<file path="config.mk">
export PLATFORM = sky130hd
export DESIGN_NAME = rxsl_dev_flat
export DESIGN_NICKNAME = d
export VERILOG_FILES = /design/src/logic/rxsl_pkg.sv /design/src/logic/rxsl_if.sv /design/src/logic/rxsl_dev.sv /design/src/logic/rxsl_fifo.sv /design/src/flat_wrapper.sv
export SDC_FILE = /design/constraint.sdc
export NUM_CORES = 1
export LEC_CHECK = 0
export BUFFER_PORTS_ARGS = -buffer_cell sky130_fd_sc_hd__clkbuf_2
export CELL_PAD_IN_SITES_DETAIL_PLACEMENT = 1
export CELL_PAD_IN_SITES_GLOBAL_PLACEMENT = 1
export CORE_ASPECT_RATIO = 1.25
export CORE_MARGIN = 2
export CORE_UTILIZATION = 45
export CTS_CLUSTER_SIZE = 12
export DETAILED_ROUTE_END_ITERATION = 10
export PLACE_DENSITY_LB_ADDON = 0.1
export SKIP_LAST_GASP = 1
export SYNTH_ARGS = -nofsm -noshare
export SYNTH_HDL_FRONTEND = slang
export SYNTH_SLANG_ARGS = --single-unit
</file>
<file path="constraint.sdc">
create_clock -name clock -period 27.2 [get_ports clock]
set_input_delay 5.44 -clock clock [delete_from_list [all_inputs] [get_ports clock]]
set_output_delay 5.44 -clock clock [all_outputs]
set_load 0.005 [all_outputs]
</file>
<file path="src/logic/rxsl_pkg.sv">
// shared constants, encodings and helpers for the receive interface gain slicer
package rxsl_pkg;

	// ----------------------------------------
	// widths
	// ----------------------------------------
	localparam int IN_W   = 22;               // internal receive sample width
	localparam int OUT_W  = 16;               // quantized data port width
	localparam int NAR_W  = 15;               // narrow quantizer width
	localparam int WORD_W = 32;               // data port word per component
	localparam int CODE_W = 4;                // interface gain code width
	localparam int MAG_W  = 21;               // sample magnitude width
	localparam int CORR_W = 8;                // correction multiplier width
	localparam int ATT_W  = 3;                // front-end attenuation, 6 dB units
	localparam int FIFO_D = 16;               // data port buffer depth

	// ----------------------------------------
	// word layout
	// ----------------------------------------
	localparam int WORD_CHG_BIT = 31;         // gain change indicator
	localparam int WORD_EXT_LSB = 27;         // extra field: zeros or gain code
	localparam int WORD_SMP_LSB = 0;          // 22-bit sample field

	// ----------------------------------------
	// gain codes: code 0 is +18 dB, each step 6 dB less
	// ----------------------------------------
	localparam logic [3:0] GAIN_P18 = 4'h0;   // +18 dB, widest left shift
	localparam logic [3:0] GAIN_0DB = 4'h3;   // 0 dB, bits 15..0
	localparam logic [3:0] GAIN_M36 = 4'h9;   // -36 dB, last legal code
	localparam int         STEP_DB  = 6;      // one bit of shift
	localparam int         PAR_DB   = 15;     // assumed peak to average ratio
	localparam int         PAR_BITS = (PAR_DB + STEP_DB - 1) / STEP_DB;
	localparam logic [4:0] AUTO_OFS = 5'(OUT_W - 2 - PAR_BITS - 3); // msb to code offset

	// ----------------------------------------
	// settings and reset values
	// ----------------------------------------
	localparam logic       TIMING_FRAME = 1'b0; // defer to next frame start
	localparam logic       TIMING_NOW   = 1'b1; // apply at once
	localparam logic       SRC_INTERNAL = 1'b0; // automatic gain
	localparam logic       SRC_EXTERNAL = 1'b1; // user code
	localparam logic       KIND_CORR    = 1'b0; // correction table
	localparam logic       KIND_COMP    = 1'b1; // compensation table
	localparam logic [7:0] CORR_UNITY   = 8'h80; // correction multiplier 1.0
	localparam int         CORR_FRAC    = 7;     // fraction bits of multiplier
	localparam int         AVG_SHIFT    = 4;     // power average time constant

	typedef enum logic [1:0] {
		RXSL_Q_NONE = 2'b00, // full 22 bits, no quantizer
		RXSL_Q_16   = 2'b01, // 16-bit quantizer
		RXSL_Q_15   = 2'b10  // 15-bit quantizer
	} rxsl_quant_t;

	// ----------------------------------------
	// legal code window for table kind, bandwidth and quantizer
	// ----------------------------------------
	function automatic logic [7:0] legal_window(input logic kind, input logic wb,
			input logic quant);
		logic [3:0] lo;
		logic [3:0] hi;
		lo = GAIN_0DB;
		hi = GAIN_0DB;
		if (kind == KIND_COMP) begin
			lo = wb ? GAIN_0DB : GAIN_P18;
			hi = GAIN_M36;
		end else if (!wb && quant) begin
			lo = GAIN_P18;
		end
		return {hi, lo};
	endfunction

	// ----------------------------------------
	// clamp a code into its legal window
	// ----------------------------------------
	function automatic logic [3:0] clamp_code(input logic [3:0] code, input logic [7:0] win);
		logic [3:0] r;
		r = code;
		if (r < win[3:0]) r = win[3:0];
		if (r > win[7:4]) r = win[7:4];
		return r;
	endfunction

endpackage

</file>
<file path="src/logic/rxsl_if.sv">
// data port and gain control link between slicer and baseband
`timescale 1ns/10ps
interface rxsl_if;
	logic [31:0] word;        // sliced sample word
	logic        word_valid;  // word offered
	logic        word_ready;  // baseband takes word
	logic        cfg_wr;      // full configuration write pulse
	logic        cfg_timing;  // gain_update_timing_select
	logic        cfg_source;  // gain_source_select
	logic        cfg_kind;    // gain_table_kind
	logic [3:0]  cfg_gain;    // external gain code
	logic        set_wr;      // on-the-fly gain code pulse
	logic [3:0]  set_gain;    // on-the-fly gain code
	logic        dev_idle;    // post_cal_idle_state
	logic        dev_wb;      // wideband operation
	logic        dev_quant;   // a quantizer is in use
	logic [3:0]  rd_gain;     // applied gain code
	logic [20:0] rd_rssi;     // measured signal level

	modport dev (input word_ready, cfg_wr, cfg_timing, cfg_source, cfg_kind, cfg_gain,
		set_wr, set_gain, output word, word_valid, dev_idle, dev_wb, dev_quant,
		rd_gain, rd_rssi);
	modport bb (output word_ready, cfg_wr, cfg_timing, cfg_source, cfg_kind, cfg_gain,
		set_wr, set_gain, input word, word_valid, dev_idle, dev_wb, dev_quant,
		rd_gain, rd_rssi);
endinterface

</file>
<file path="src/logic/rxsl_dev.sv">
// receive interface gain slicer: device end of the data port
// ----------------------------------------
// Overview of operation
// RULE1 - correction table: small fine gain per index
// RULE2 - internal source: gain from pre-slicer power
// RULE3 - correction, narrowband quantized: 0 to 18 dB
// RULE4 - correction, wideband: gain held at 0 dB
// RULE5 - external correction code chosen within legal range
// RULE6 - compensation: digital gain follows analog attenuation
// RULE7 - output word sliced up by shift value
// RULE8 - one bit of shift is 6 dB
// RULE9 - auto gain keeps power plus 15 dB below full scale
// RULE10 - compensation: -36..+18 narrow, -36..0 wide
// RULE11 - external compensation code slices like auto
// RULE12 - code 0 is +18 dB, code 9 -36 dB
// RULE13 - timing 0 waits frame start, 1 immediate
// RULE14 - source 0 internal, 1 external with code
// RULE15 - table kind 0 correction, 1 compensation
// RULE16 - full configuration written only in idle state
// RULE17 - running gain code accepted within ten options
// RULE18 - scaled samples delivered, applied gain readable
// RULE19 - signal strength measurement readable
// RULE20 - round to 15 or 16 bits, else 22
// RULE21 - word holds change bit, sample, extra field
// RULE22 - positive gains saturate instead of wrapping
// RULE23 - deferred change lands on frame start with flag
// ----------------------------------------
`timescale 1ns/10ps
module rxsl_dev (
	// clock and reset
	input  wire logic        clock,
	input  wire logic        rst_n,
	// link to baseband
	rxsl_if.dev              lnk,
	// receive samples from the decimation chain
	input  wire logic [21:0] smp_in,
	input  wire logic        smp_valid,
	output logic             smp_ready,
	input  wire logic        frame_start,
	// front-end state
	input  wire logic [7:0]  corr_mult,
	input  wire logic [2:0]  fe_atten,
	// operating state
	input  wire logic        post_cal_idle_state,
	input  wire logic        wideband,
	input  wire rxsl_pkg::rxsl_quant_t quant_mode,
	input  wire logic        extra_gain_sel
);
	// ----------------------------------------
	// helpers
	// ----------------------------------------

	// saturate a wide signed value to n bits, sign-extended to 26
	function automatic logic signed [25:0] sat(input logic signed [25:0] v, input int n);
		logic signed [25:0] hi;
		logic signed [25:0] lo;
		hi = (26'sd1 <<< (n - 1)) - 26'sd1;
		lo = -(26'sd1 <<< (n - 1));
		if (v > hi) return hi;
		if (v < lo) return lo;
		return v;
	endfunction

	// round-half-up arithmetic right shift
	function automatic logic signed [25:0] rshr(input logic signed [25:0] v, input int s);
		logic signed [25:0] r;
		r = v;
		if (s > 0) r = (v + (26'sd1 <<< (s - 1))) >>> s;
		return r;
	endfunction

	// position of the highest set bit
	function automatic logic [4:0] msb(input logic [20:0] v);
		logic [4:0] p;
		p = 5'h00;
		for (int i = 0; i < rxsl_pkg::MAG_W; i++) begin
			if (v[i]) p = 5'(i);
		end
		return p;
	endfunction

	// ----------------------------------------
	// configuration
	// ----------------------------------------
	logic       timing_q;   // gain_update_timing_select
	logic       source_q;   // gain_source_select
	logic       kind_q;     // gain_table_kind
	logic [3:0] ext_code_q; // user gain code
	logic       quant;      // a quantizer is in use

	assign quant = (quant_mode != rxsl_pkg::RXSL_Q_NONE);

	// full write only in idle; running code only if one of ten
	always_ff @(posedge clock or negedge rst_n) begin
		if (!rst_n) begin
			timing_q   <= rxsl_pkg::TIMING_FRAME;
			source_q   <= rxsl_pkg::SRC_INTERNAL;
			kind_q     <= rxsl_pkg::KIND_CORR;
			ext_code_q <= rxsl_pkg::GAIN_0DB;
		end else if (lnk.cfg_wr && post_cal_idle_state) begin // RULE16 RULE14 RULE15
			timing_q   <= lnk.cfg_timing;
			source_q   <= lnk.cfg_source;
			kind_q     <= lnk.cfg_kind;
			if (lnk.cfg_gain <= rxsl_pkg::GAIN_M36) ext_code_q <= lnk.cfg_gain; // RULE12
		end else if (lnk.set_wr && lnk.set_gain <= rxsl_pkg::GAIN_M36) begin // RULE17
			ext_code_q <= lnk.set_gain;
		end
	end

	// ----------------------------------------
	// digital gain ahead of the slicer
	// ----------------------------------------
	logic signed [29:0] prod;   // correction product
	logic signed [25:0] dg_w;   // scaled sample, wide
	logic signed [21:0] dg;     // scaled sample, internal width

	// correction: fine multiply; compensation: undo analog attenuation
	always_comb begin
		prod = 30'(signed'(smp_in)) * 30'(signed'({1'b0, corr_mult}));
		if (kind_q == rxsl_pkg::KIND_CORR) begin
			dg_w = 26'(prod >>> rxsl_pkg::CORR_FRAC); // RULE1
		end else begin
			// shift in 30 bits, then pin to 26 so that sat never sees a wrapped value
			prod = 30'(signed'(smp_in)) <<< fe_atten; // RULE6
			dg_w = (prod[29:25] == {5{prod[25]}}) ? prod[25:0] : {prod[29], {25{!prod[29]}}};
		end
		dg = 22'(sat(dg_w, rxsl_pkg::IN_W));
	end

	// ----------------------------------------
	// power measurement just before the slicer
	// ----------------------------------------
	logic [20:0] mag;    // sample magnitude
	logic [20:0] avg_q;  // averaged magnitude
	logic        take;   // a sample is accepted

	assign mag  = dg[21] ? 21'(-dg) : dg[20:0];
	assign take = smp_valid && smp_ready;

	// leaky average of magnitude
	always_ff @(posedge clock or negedge rst_n) begin
		if (!rst_n) begin
			avg_q <= '0;
		end else if (take) begin // RULE2
			if (mag >= avg_q) avg_q <= avg_q + ((mag - avg_q) >> rxsl_pkg::AVG_SHIFT);
			else avg_q <= avg_q - ((avg_q - mag) >> rxsl_pkg::AVG_SHIFT);
		end
	end

	// ----------------------------------------
	// gain decision
	// ----------------------------------------
	logic [7:0] win;      // legal code window
	logic [4:0] top;      // highest set bit of the average
	logic [3:0] auto_c;   // automatic code
	logic [3:0] tgt;      // wanted code
	logic [3:0] new_c;    // code for this sample
	logic [3:0] gain_q;   // applied code

	assign win = rxsl_pkg::legal_window(kind_q, wideband, quant); // RULE3 RULE4 RULE10
	assign top = msb(avg_q);

	// smallest code that leaves the peak allowance below full scale
	always_comb begin
		auto_c = (top > rxsl_pkg::AUTO_OFS) ? 4'(top - rxsl_pkg::AUTO_OFS) : 4'h0; // RULE9
		if (top - rxsl_pkg::AUTO_OFS > 5'(rxsl_pkg::GAIN_M36) && top > rxsl_pkg::AUTO_OFS)
			auto_c = rxsl_pkg::GAIN_M36;
	end

	// source choice, clamped to the window; external code stands in for auto
	assign tgt = rxsl_pkg::clamp_code((source_q == rxsl_pkg::SRC_EXTERNAL) ? ext_code_q
		: auto_c, win); // RULE11 RULE5

	// deferred change waits for the frame's first sample
	assign new_c = (timing_q == rxsl_pkg::TIMING_NOW || frame_start) ? tgt : gain_q; // RULE13

	always_ff @(posedge clock or negedge rst_n) begin
		if (!rst_n) gain_q <= rxsl_pkg::GAIN_0DB;
		else if (take) gain_q <= new_c; // RULE23
	end

	// ----------------------------------------
	// slicer and quantizer
	// ----------------------------------------
	logic signed [25:0] wide;   // sample with three bits of left room
	logic signed [25:0] sl;     // sliced, 16-bit rounded
	logic signed [25:0] res;    // final value: rounded and saturated, or plain dg without quantizer
	logic [31:0]        word_d; // packed word

	always_comb begin
		// code c shifts down c-3 bits: code 3 bits 15..0, 4 bits 16..1
		wide = 26'(signed'(dg)) <<< 3; // RULE7 RULE8
		sl   = sat(rshr(wide, int'(new_c)), rxsl_pkg::OUT_W); // RULE22
		case (quant_mode)
			rxsl_pkg::RXSL_Q_16: res = sl; // RULE20
			rxsl_pkg::RXSL_Q_15: res = sat(rshr(sl, 1), rxsl_pkg::NAR_W);
			default:             res = 26'(signed'(dg));
		endcase
		word_d = '0;
		word_d[rxsl_pkg::WORD_SMP_LSB +: rxsl_pkg::IN_W] = res[21:0]; // RULE21
		word_d[rxsl_pkg::WORD_CHG_BIT] = (new_c != gain_q);
		if (extra_gain_sel) word_d[rxsl_pkg::WORD_EXT_LSB +: rxsl_pkg::CODE_W] = new_c;
	end

	// ----------------------------------------
	// output stage and data port buffer
	// ----------------------------------------
	logic [31:0] word_q;   // registered word
	logic        wv_q;     // registered word valid
	logic        f_ready;  // buffer has room

	assign smp_ready = !wv_q || f_ready;

	// one register ahead of the buffer
	always_ff @(posedge clock or negedge rst_n) begin
		if (!rst_n) begin
			word_q <= '0;
			wv_q   <= 1'b0;
		end else if (smp_ready) begin
			wv_q <= smp_valid;
			if (take) word_q <= word_d; // RULE18
		end
	end

	rxsl_fifo #(
		.W (rxsl_pkg::WORD_W),
		.D (rxsl_pkg::FIFO_D)
	) u_fifo (
		.clock     (clock),
		.rst_n     (rst_n),
		.in_data   (word_q),
		.in_valid  (wv_q),
		.in_ready  (f_ready),
		.out_data  (lnk.word),
		.out_valid (lnk.word_valid),
		.out_ready (lnk.word_ready)
	);

	// ----------------------------------------
	// readback
	// ----------------------------------------
	assign lnk.rd_gain   = gain_q; // RULE18
	assign lnk.rd_rssi   = avg_q;  // RULE19
	assign lnk.dev_idle  = post_cal_idle_state;
	assign lnk.dev_wb    = wideband;
	assign lnk.dev_quant = quant;
endmodule

</file>
<file path="src/logic/rxsl_fifo.sv">
// parameterised first-in first-out buffer with valid and ready on both sides
`timescale 1ns/10ps
module rxsl_fifo #(
	parameter int W = 32,
	parameter int D = 16
) (
	// clock and reset
	input  wire logic         clock,
	input  wire logic         rst_n,
	// fill side
	input  wire logic [W-1:0] in_data,
	input  wire logic         in_valid,
	output logic              in_ready,
	// drain side
	output logic [W-1:0]      out_data,
	output logic              out_valid,
	input  wire logic         out_ready
);
	localparam int AW = $clog2(D);

	logic [W-1:0] mem [D];   // storage
	logic [AW:0]  wr_q;      // write pointer with wrap bit
	logic [AW:0]  rd_q;      // read pointer with wrap bit
	logic         push;      // word written
	logic         pop;       // word read

	// full when pointers differ only in the wrap bit
	assign in_ready  = !((wr_q[AW] != rd_q[AW]) && (wr_q[AW-1:0] == rd_q[AW-1:0]));
	assign out_valid = (wr_q != rd_q);
	assign push      = in_valid && in_ready;
	assign pop       = out_valid && out_ready;
	assign out_data  = mem[rd_q[AW-1:0]];

	// storage write
	always_ff @(posedge clock) begin
		if (push) mem[wr_q[AW-1:0]] <= in_data;
	end

	// pointers
	always_ff @(posedge clock or negedge rst_n) begin
		if (!rst_n) begin
			wr_q <= '0;
			rd_q <= '0;
		end else begin
			if (push) wr_q <= wr_q + 1'b1;
			if (pop) rd_q <= rd_q + 1'b1;
		end
	end
endmodule

</file>
<file path="src/flat_wrapper.sv">
// flat-port wrapper written by rule: the top's interface ports become plain ports
module rxsl_dev_flat 
  (clock, rst_n, smp_in, smp_valid, smp_ready, frame_start, corr_mult, fe_atten, post_cal_idle_state, wideband, quant_mode, extra_gain_sel, lnk_word_ready, lnk_cfg_wr, lnk_cfg_timing, lnk_cfg_source, lnk_cfg_kind, lnk_cfg_gain, lnk_set_wr, lnk_set_gain, lnk_word, lnk_word_valid, lnk_dev_idle, lnk_dev_wb, lnk_dev_quant, lnk_rd_gain, lnk_rd_rssi);
  rxsl_if lnk_i ();
  input  wire logic clock;
  input  wire logic rst_n;
  input  wire logic [21:0] smp_in;
  input  wire logic smp_valid;
  output logic smp_ready;
  input  wire logic frame_start;
  input  wire logic [7:0] corr_mult;
  input  wire logic [2:0] fe_atten;
  input  wire logic post_cal_idle_state;
  input  wire logic wideband;
  input  wire rxsl_pkg::rxsl_quant_t quant_mode;
  input  wire logic extra_gain_sel;
  input wire logic [$bits(lnk_i.word_ready)-1:0] lnk_word_ready;
  input wire logic [$bits(lnk_i.cfg_wr)-1:0] lnk_cfg_wr;
  input wire logic [$bits(lnk_i.cfg_timing)-1:0] lnk_cfg_timing;
  input wire logic [$bits(lnk_i.cfg_source)-1:0] lnk_cfg_source;
  input wire logic [$bits(lnk_i.cfg_kind)-1:0] lnk_cfg_kind;
  input wire logic [$bits(lnk_i.cfg_gain)-1:0] lnk_cfg_gain;
  input wire logic [$bits(lnk_i.set_wr)-1:0] lnk_set_wr;
  input wire logic [$bits(lnk_i.set_gain)-1:0] lnk_set_gain;
  output wire logic [$bits(lnk_i.word)-1:0] lnk_word;
  output wire logic [$bits(lnk_i.word_valid)-1:0] lnk_word_valid;
  output wire logic [$bits(lnk_i.dev_idle)-1:0] lnk_dev_idle;
  output wire logic [$bits(lnk_i.dev_wb)-1:0] lnk_dev_wb;
  output wire logic [$bits(lnk_i.dev_quant)-1:0] lnk_dev_quant;
  output wire logic [$bits(lnk_i.rd_gain)-1:0] lnk_rd_gain;
  output wire logic [$bits(lnk_i.rd_rssi)-1:0] lnk_rd_rssi;
  assign lnk_i.word_ready = lnk_word_ready;
  assign lnk_i.cfg_wr = lnk_cfg_wr;
  assign lnk_i.cfg_timing = lnk_cfg_timing;
  assign lnk_i.cfg_source = lnk_cfg_source;
  assign lnk_i.cfg_kind = lnk_cfg_kind;
  assign lnk_i.cfg_gain = lnk_cfg_gain;
  assign lnk_i.set_wr = lnk_set_wr;
  assign lnk_i.set_gain = lnk_set_gain;
  assign lnk_word = lnk_i.word;
  assign lnk_word_valid = lnk_i.word_valid;
  assign lnk_dev_idle = lnk_i.dev_idle;
  assign lnk_dev_wb = lnk_i.dev_wb;
  assign lnk_dev_quant = lnk_i.dev_quant;
  assign lnk_rd_gain = lnk_i.rd_gain;
  assign lnk_rd_rssi = lnk_i.rd_rssi;
  rxsl_dev u_core (.clock(clock), .rst_n(rst_n), .lnk(lnk_i), .smp_in(smp_in), .smp_valid(smp_valid), .smp_ready(smp_ready), .frame_start(frame_start), .corr_mult(corr_mult), .fe_atten(fe_atten), .post_cal_idle_state(post_cal_idle_state), .wideband(wideband), .quant_mode(quant_mode), .extra_gain_sel(extra_gain_sel));
endmodule
</file>
==> metrics.yaml <==
run_status:
  status: "completed"
cts:
  tritoncts: "done"
  cts_setup_buffers: 0
  cts.path.max_buffers: 3
  clock-root-buffer: "clkbuf_16"
  clkTransAtPathRegs_ps: 60
  numCtsBuffers: 51
  cts_hold_buf: 0
  clkLatencyLatePin_ps: 610
  cts_sinks: 502
  post_cts_resized: 0
  cts.htree.levels: 2
global_route:
  grt_usage_pct: 27.4
  overflow: 0
  grt_pass1_wl_mm: 174
  grt_pass1_vias: 29149
  antenna_found_initial: 2
  grt_max_degree: 76
routing:
  routedWlPerCell_um: 25.5
  routed_wl_mm: 111
  viasPerCell: 6.13
  firstDrtPassIters: 5
  via_count: 26826
  drt_iter0_markers: 1715
  drc_errors: 0
  ant_nets: 0
layout:
  ff_latch_area_um2: 14700
  antenna_cells: 0
  final_cell_mix: "edfxtp_1, nand2_1, inv_1"
  multi_input_area_um2: 19500
  area_growth_pct: 8.14
  n_fill_cell: 8409
  nNetsFinal: 3622
  final_common_cell: "edfxtp_1"
  drive_gt1_share_pct: 14.2
critical_path:
  arrival_ps: 21340
  startpoint_type: "input pin"
  critPathMaxStageDelay_ps: 740
  path_class: "in -> reg"
  path_common_cell: "a21oi_1"
  end_kind: "flop"
  crit_fanout: 39
  cp.required_ps: 27720
  crit_slowest_cell: "a21oi_1"
yosys:
  async_flop_share_pct: 13.9
  synth_warnings: 0
  synth_cells: 3266
  synth_edf_count: 432
  yosysUniqueCellTypes: 115
  synth_area_um2: 36000
  avgSynthCellArea_um2: 11.0
  synth_ff_type: "edfxtp_1"
  seq_area_frac_synth_pct: 40.9
  ys_ff_latch: 502
timing:
  setup_viol: 0
  min_period_ps: 20820
  tightest_slew_ps: 1130
  fmax_mhz: 48.0
  slew_headroom_pct: 25.0
  finalSetupTns_ps: 0
  report.final.slew_viol_count: 0
  post-route-period-util_pct: 76.5
  hold_violations: 0
  rsz0062_at_grt: "false"
  fin_skew_ps: 27.1
job:
  maxCapViolCount: 0
die:
  pin_count: 118
  rows: 115
  die_area_um2: 82200
  start_util_pct: 45.5
  die_height_um: 320
  coreArea_um2: 79000
  die-width_um: 257
placement:
  port_buffers: 112
  place_congestion: 0.930
  hpwl_mm: 79.4
worst_hold_path:
  min_path_type: "reg -> reg"
[through the flow]
stage	hold WS (ps)	instance area, um^2	std cells	setup slack [ps]	utilization [%]
after floorplan	450	36000	3270	8640	-
final	489	38900	4375	6380	49.2
after global placement	472	37400	4280	5990	47.3
after CTS	498	38900	4375	6390	49.2
after global routing	527	38900	4375	5220	49.2
after detailed placement	485	37400	4280	5920	47.3
[metal layers]
metal	routed length (um)	up-vias	track usage, %	part of all wire, %
met5	13	-	0	0.012
met4	4490	2	10.6	4.0
met3	4250	233	2.58	3.8
met2	57800	702	49.8	52
met1	45000	13812	33.5	40
li1	-	12077	-	-
[worst max-delay path: cells and delay by family]
family / cells / cell delay [ps]
compound gates: 39 / 9130
xor+xnor: 2 / 240
fa+ha+maj: 9 / 3710
buf+inv: 7 / 1660
simple gates: 6 / 1100
[synthesized netlist by cell type (50+ instances only)]
library cell | instances | area, um^2
edfxtp_1 | 432 | 13000
nand2_1 | 291 | 1090
inv_1 | 260 | 976
a21oi_1 | 181 | 906
o21ai_0 | 178 | 891
nor2_1 | 163 | 612
ha_1 | 149 | 1860
and2_1 | 139 | 870
mux4_2 | 139 | 3130
fa_1 | 137 | 2740
clkbuf_1 | 127 | 477
xnor2_1 | 76 | 666
dfrtp_1 | 66 | 1650
nor3_1 | 66 | 330
mux2i_1 | 50 | 500
[area by class of cell]
type,instances,share of cell area (%)
clock buffer,85,3.66
clock inverter,10,0.290
inverter,265,2.56
multi-input combinational,2309,50.0
sequential,502,37.9
tap,1053,3.39
timing repair buffer,151,2.20
[state kept, by name (all words and copies together), names as in the netlist]
register and cells:
u_core.u_fifo.mem 432, u_core.word_q 27, u_core.lnk.rd_rssi 21, u_core.u_fifo.rd_q 5, u_core.u_fifo.wr_q 5, u_core.ext_code_q 4, u_core.lnk.rd_gain 4, u_core.kind_q 1
u_core.source_q 1, u_core.timing_q 1, u_core.wv_q 1
[worst paths after layout]
check / from / to / slack (ps) / depth (start not counted)
worst min register to register: u_core.ext_code_q[3] / u_core.ext_code_q[3] / 490 / 2
worst max-delay path: corr_mult[0] / u_core.lnk.rd_rssi[20] / 6380 / 63
min in group asynchronous: rst_n / u_core.u_fifo.rd_q[2] / 4980 / 1
worst min-delay path: u_core.ext_code_q[3] / u_core.ext_code_q[3] / 490 / 2
worst max register to register: u_core.lnk.rd_rssi[13] / u_core.word_q[11] / 11190 / 51
max in group asynchronous: rst_n / u_core.u_fifo.rd_q[1] / 21480 / 1
[logic make-up (layout without fill, tap and decap cells)]
| group | after synthesis | after routing | share of synthesized area (%) |
|---|---|---|---|
| DFF | 502 | 502 | 40.9 |
| AOI/OAI and AO/OA | 780 | 780 | 14.7 |
| other | 1 | 5 | 0.0104 |
| buffers and inverters | 459 | 511 | 5.12 |
| and+or+nand+nor | 909 | 909 | 12.7 |
| adders and majority gates | 286 | 286 | 12.8 |
| xor gates and xnor gates | 121 | 121 | 3.02 |
| muxes | 208 | 208 | 10.7 |
Power is not shown: default switching activity piles up to over one toggle a cycle in this logic, so the estimate is an artifact.
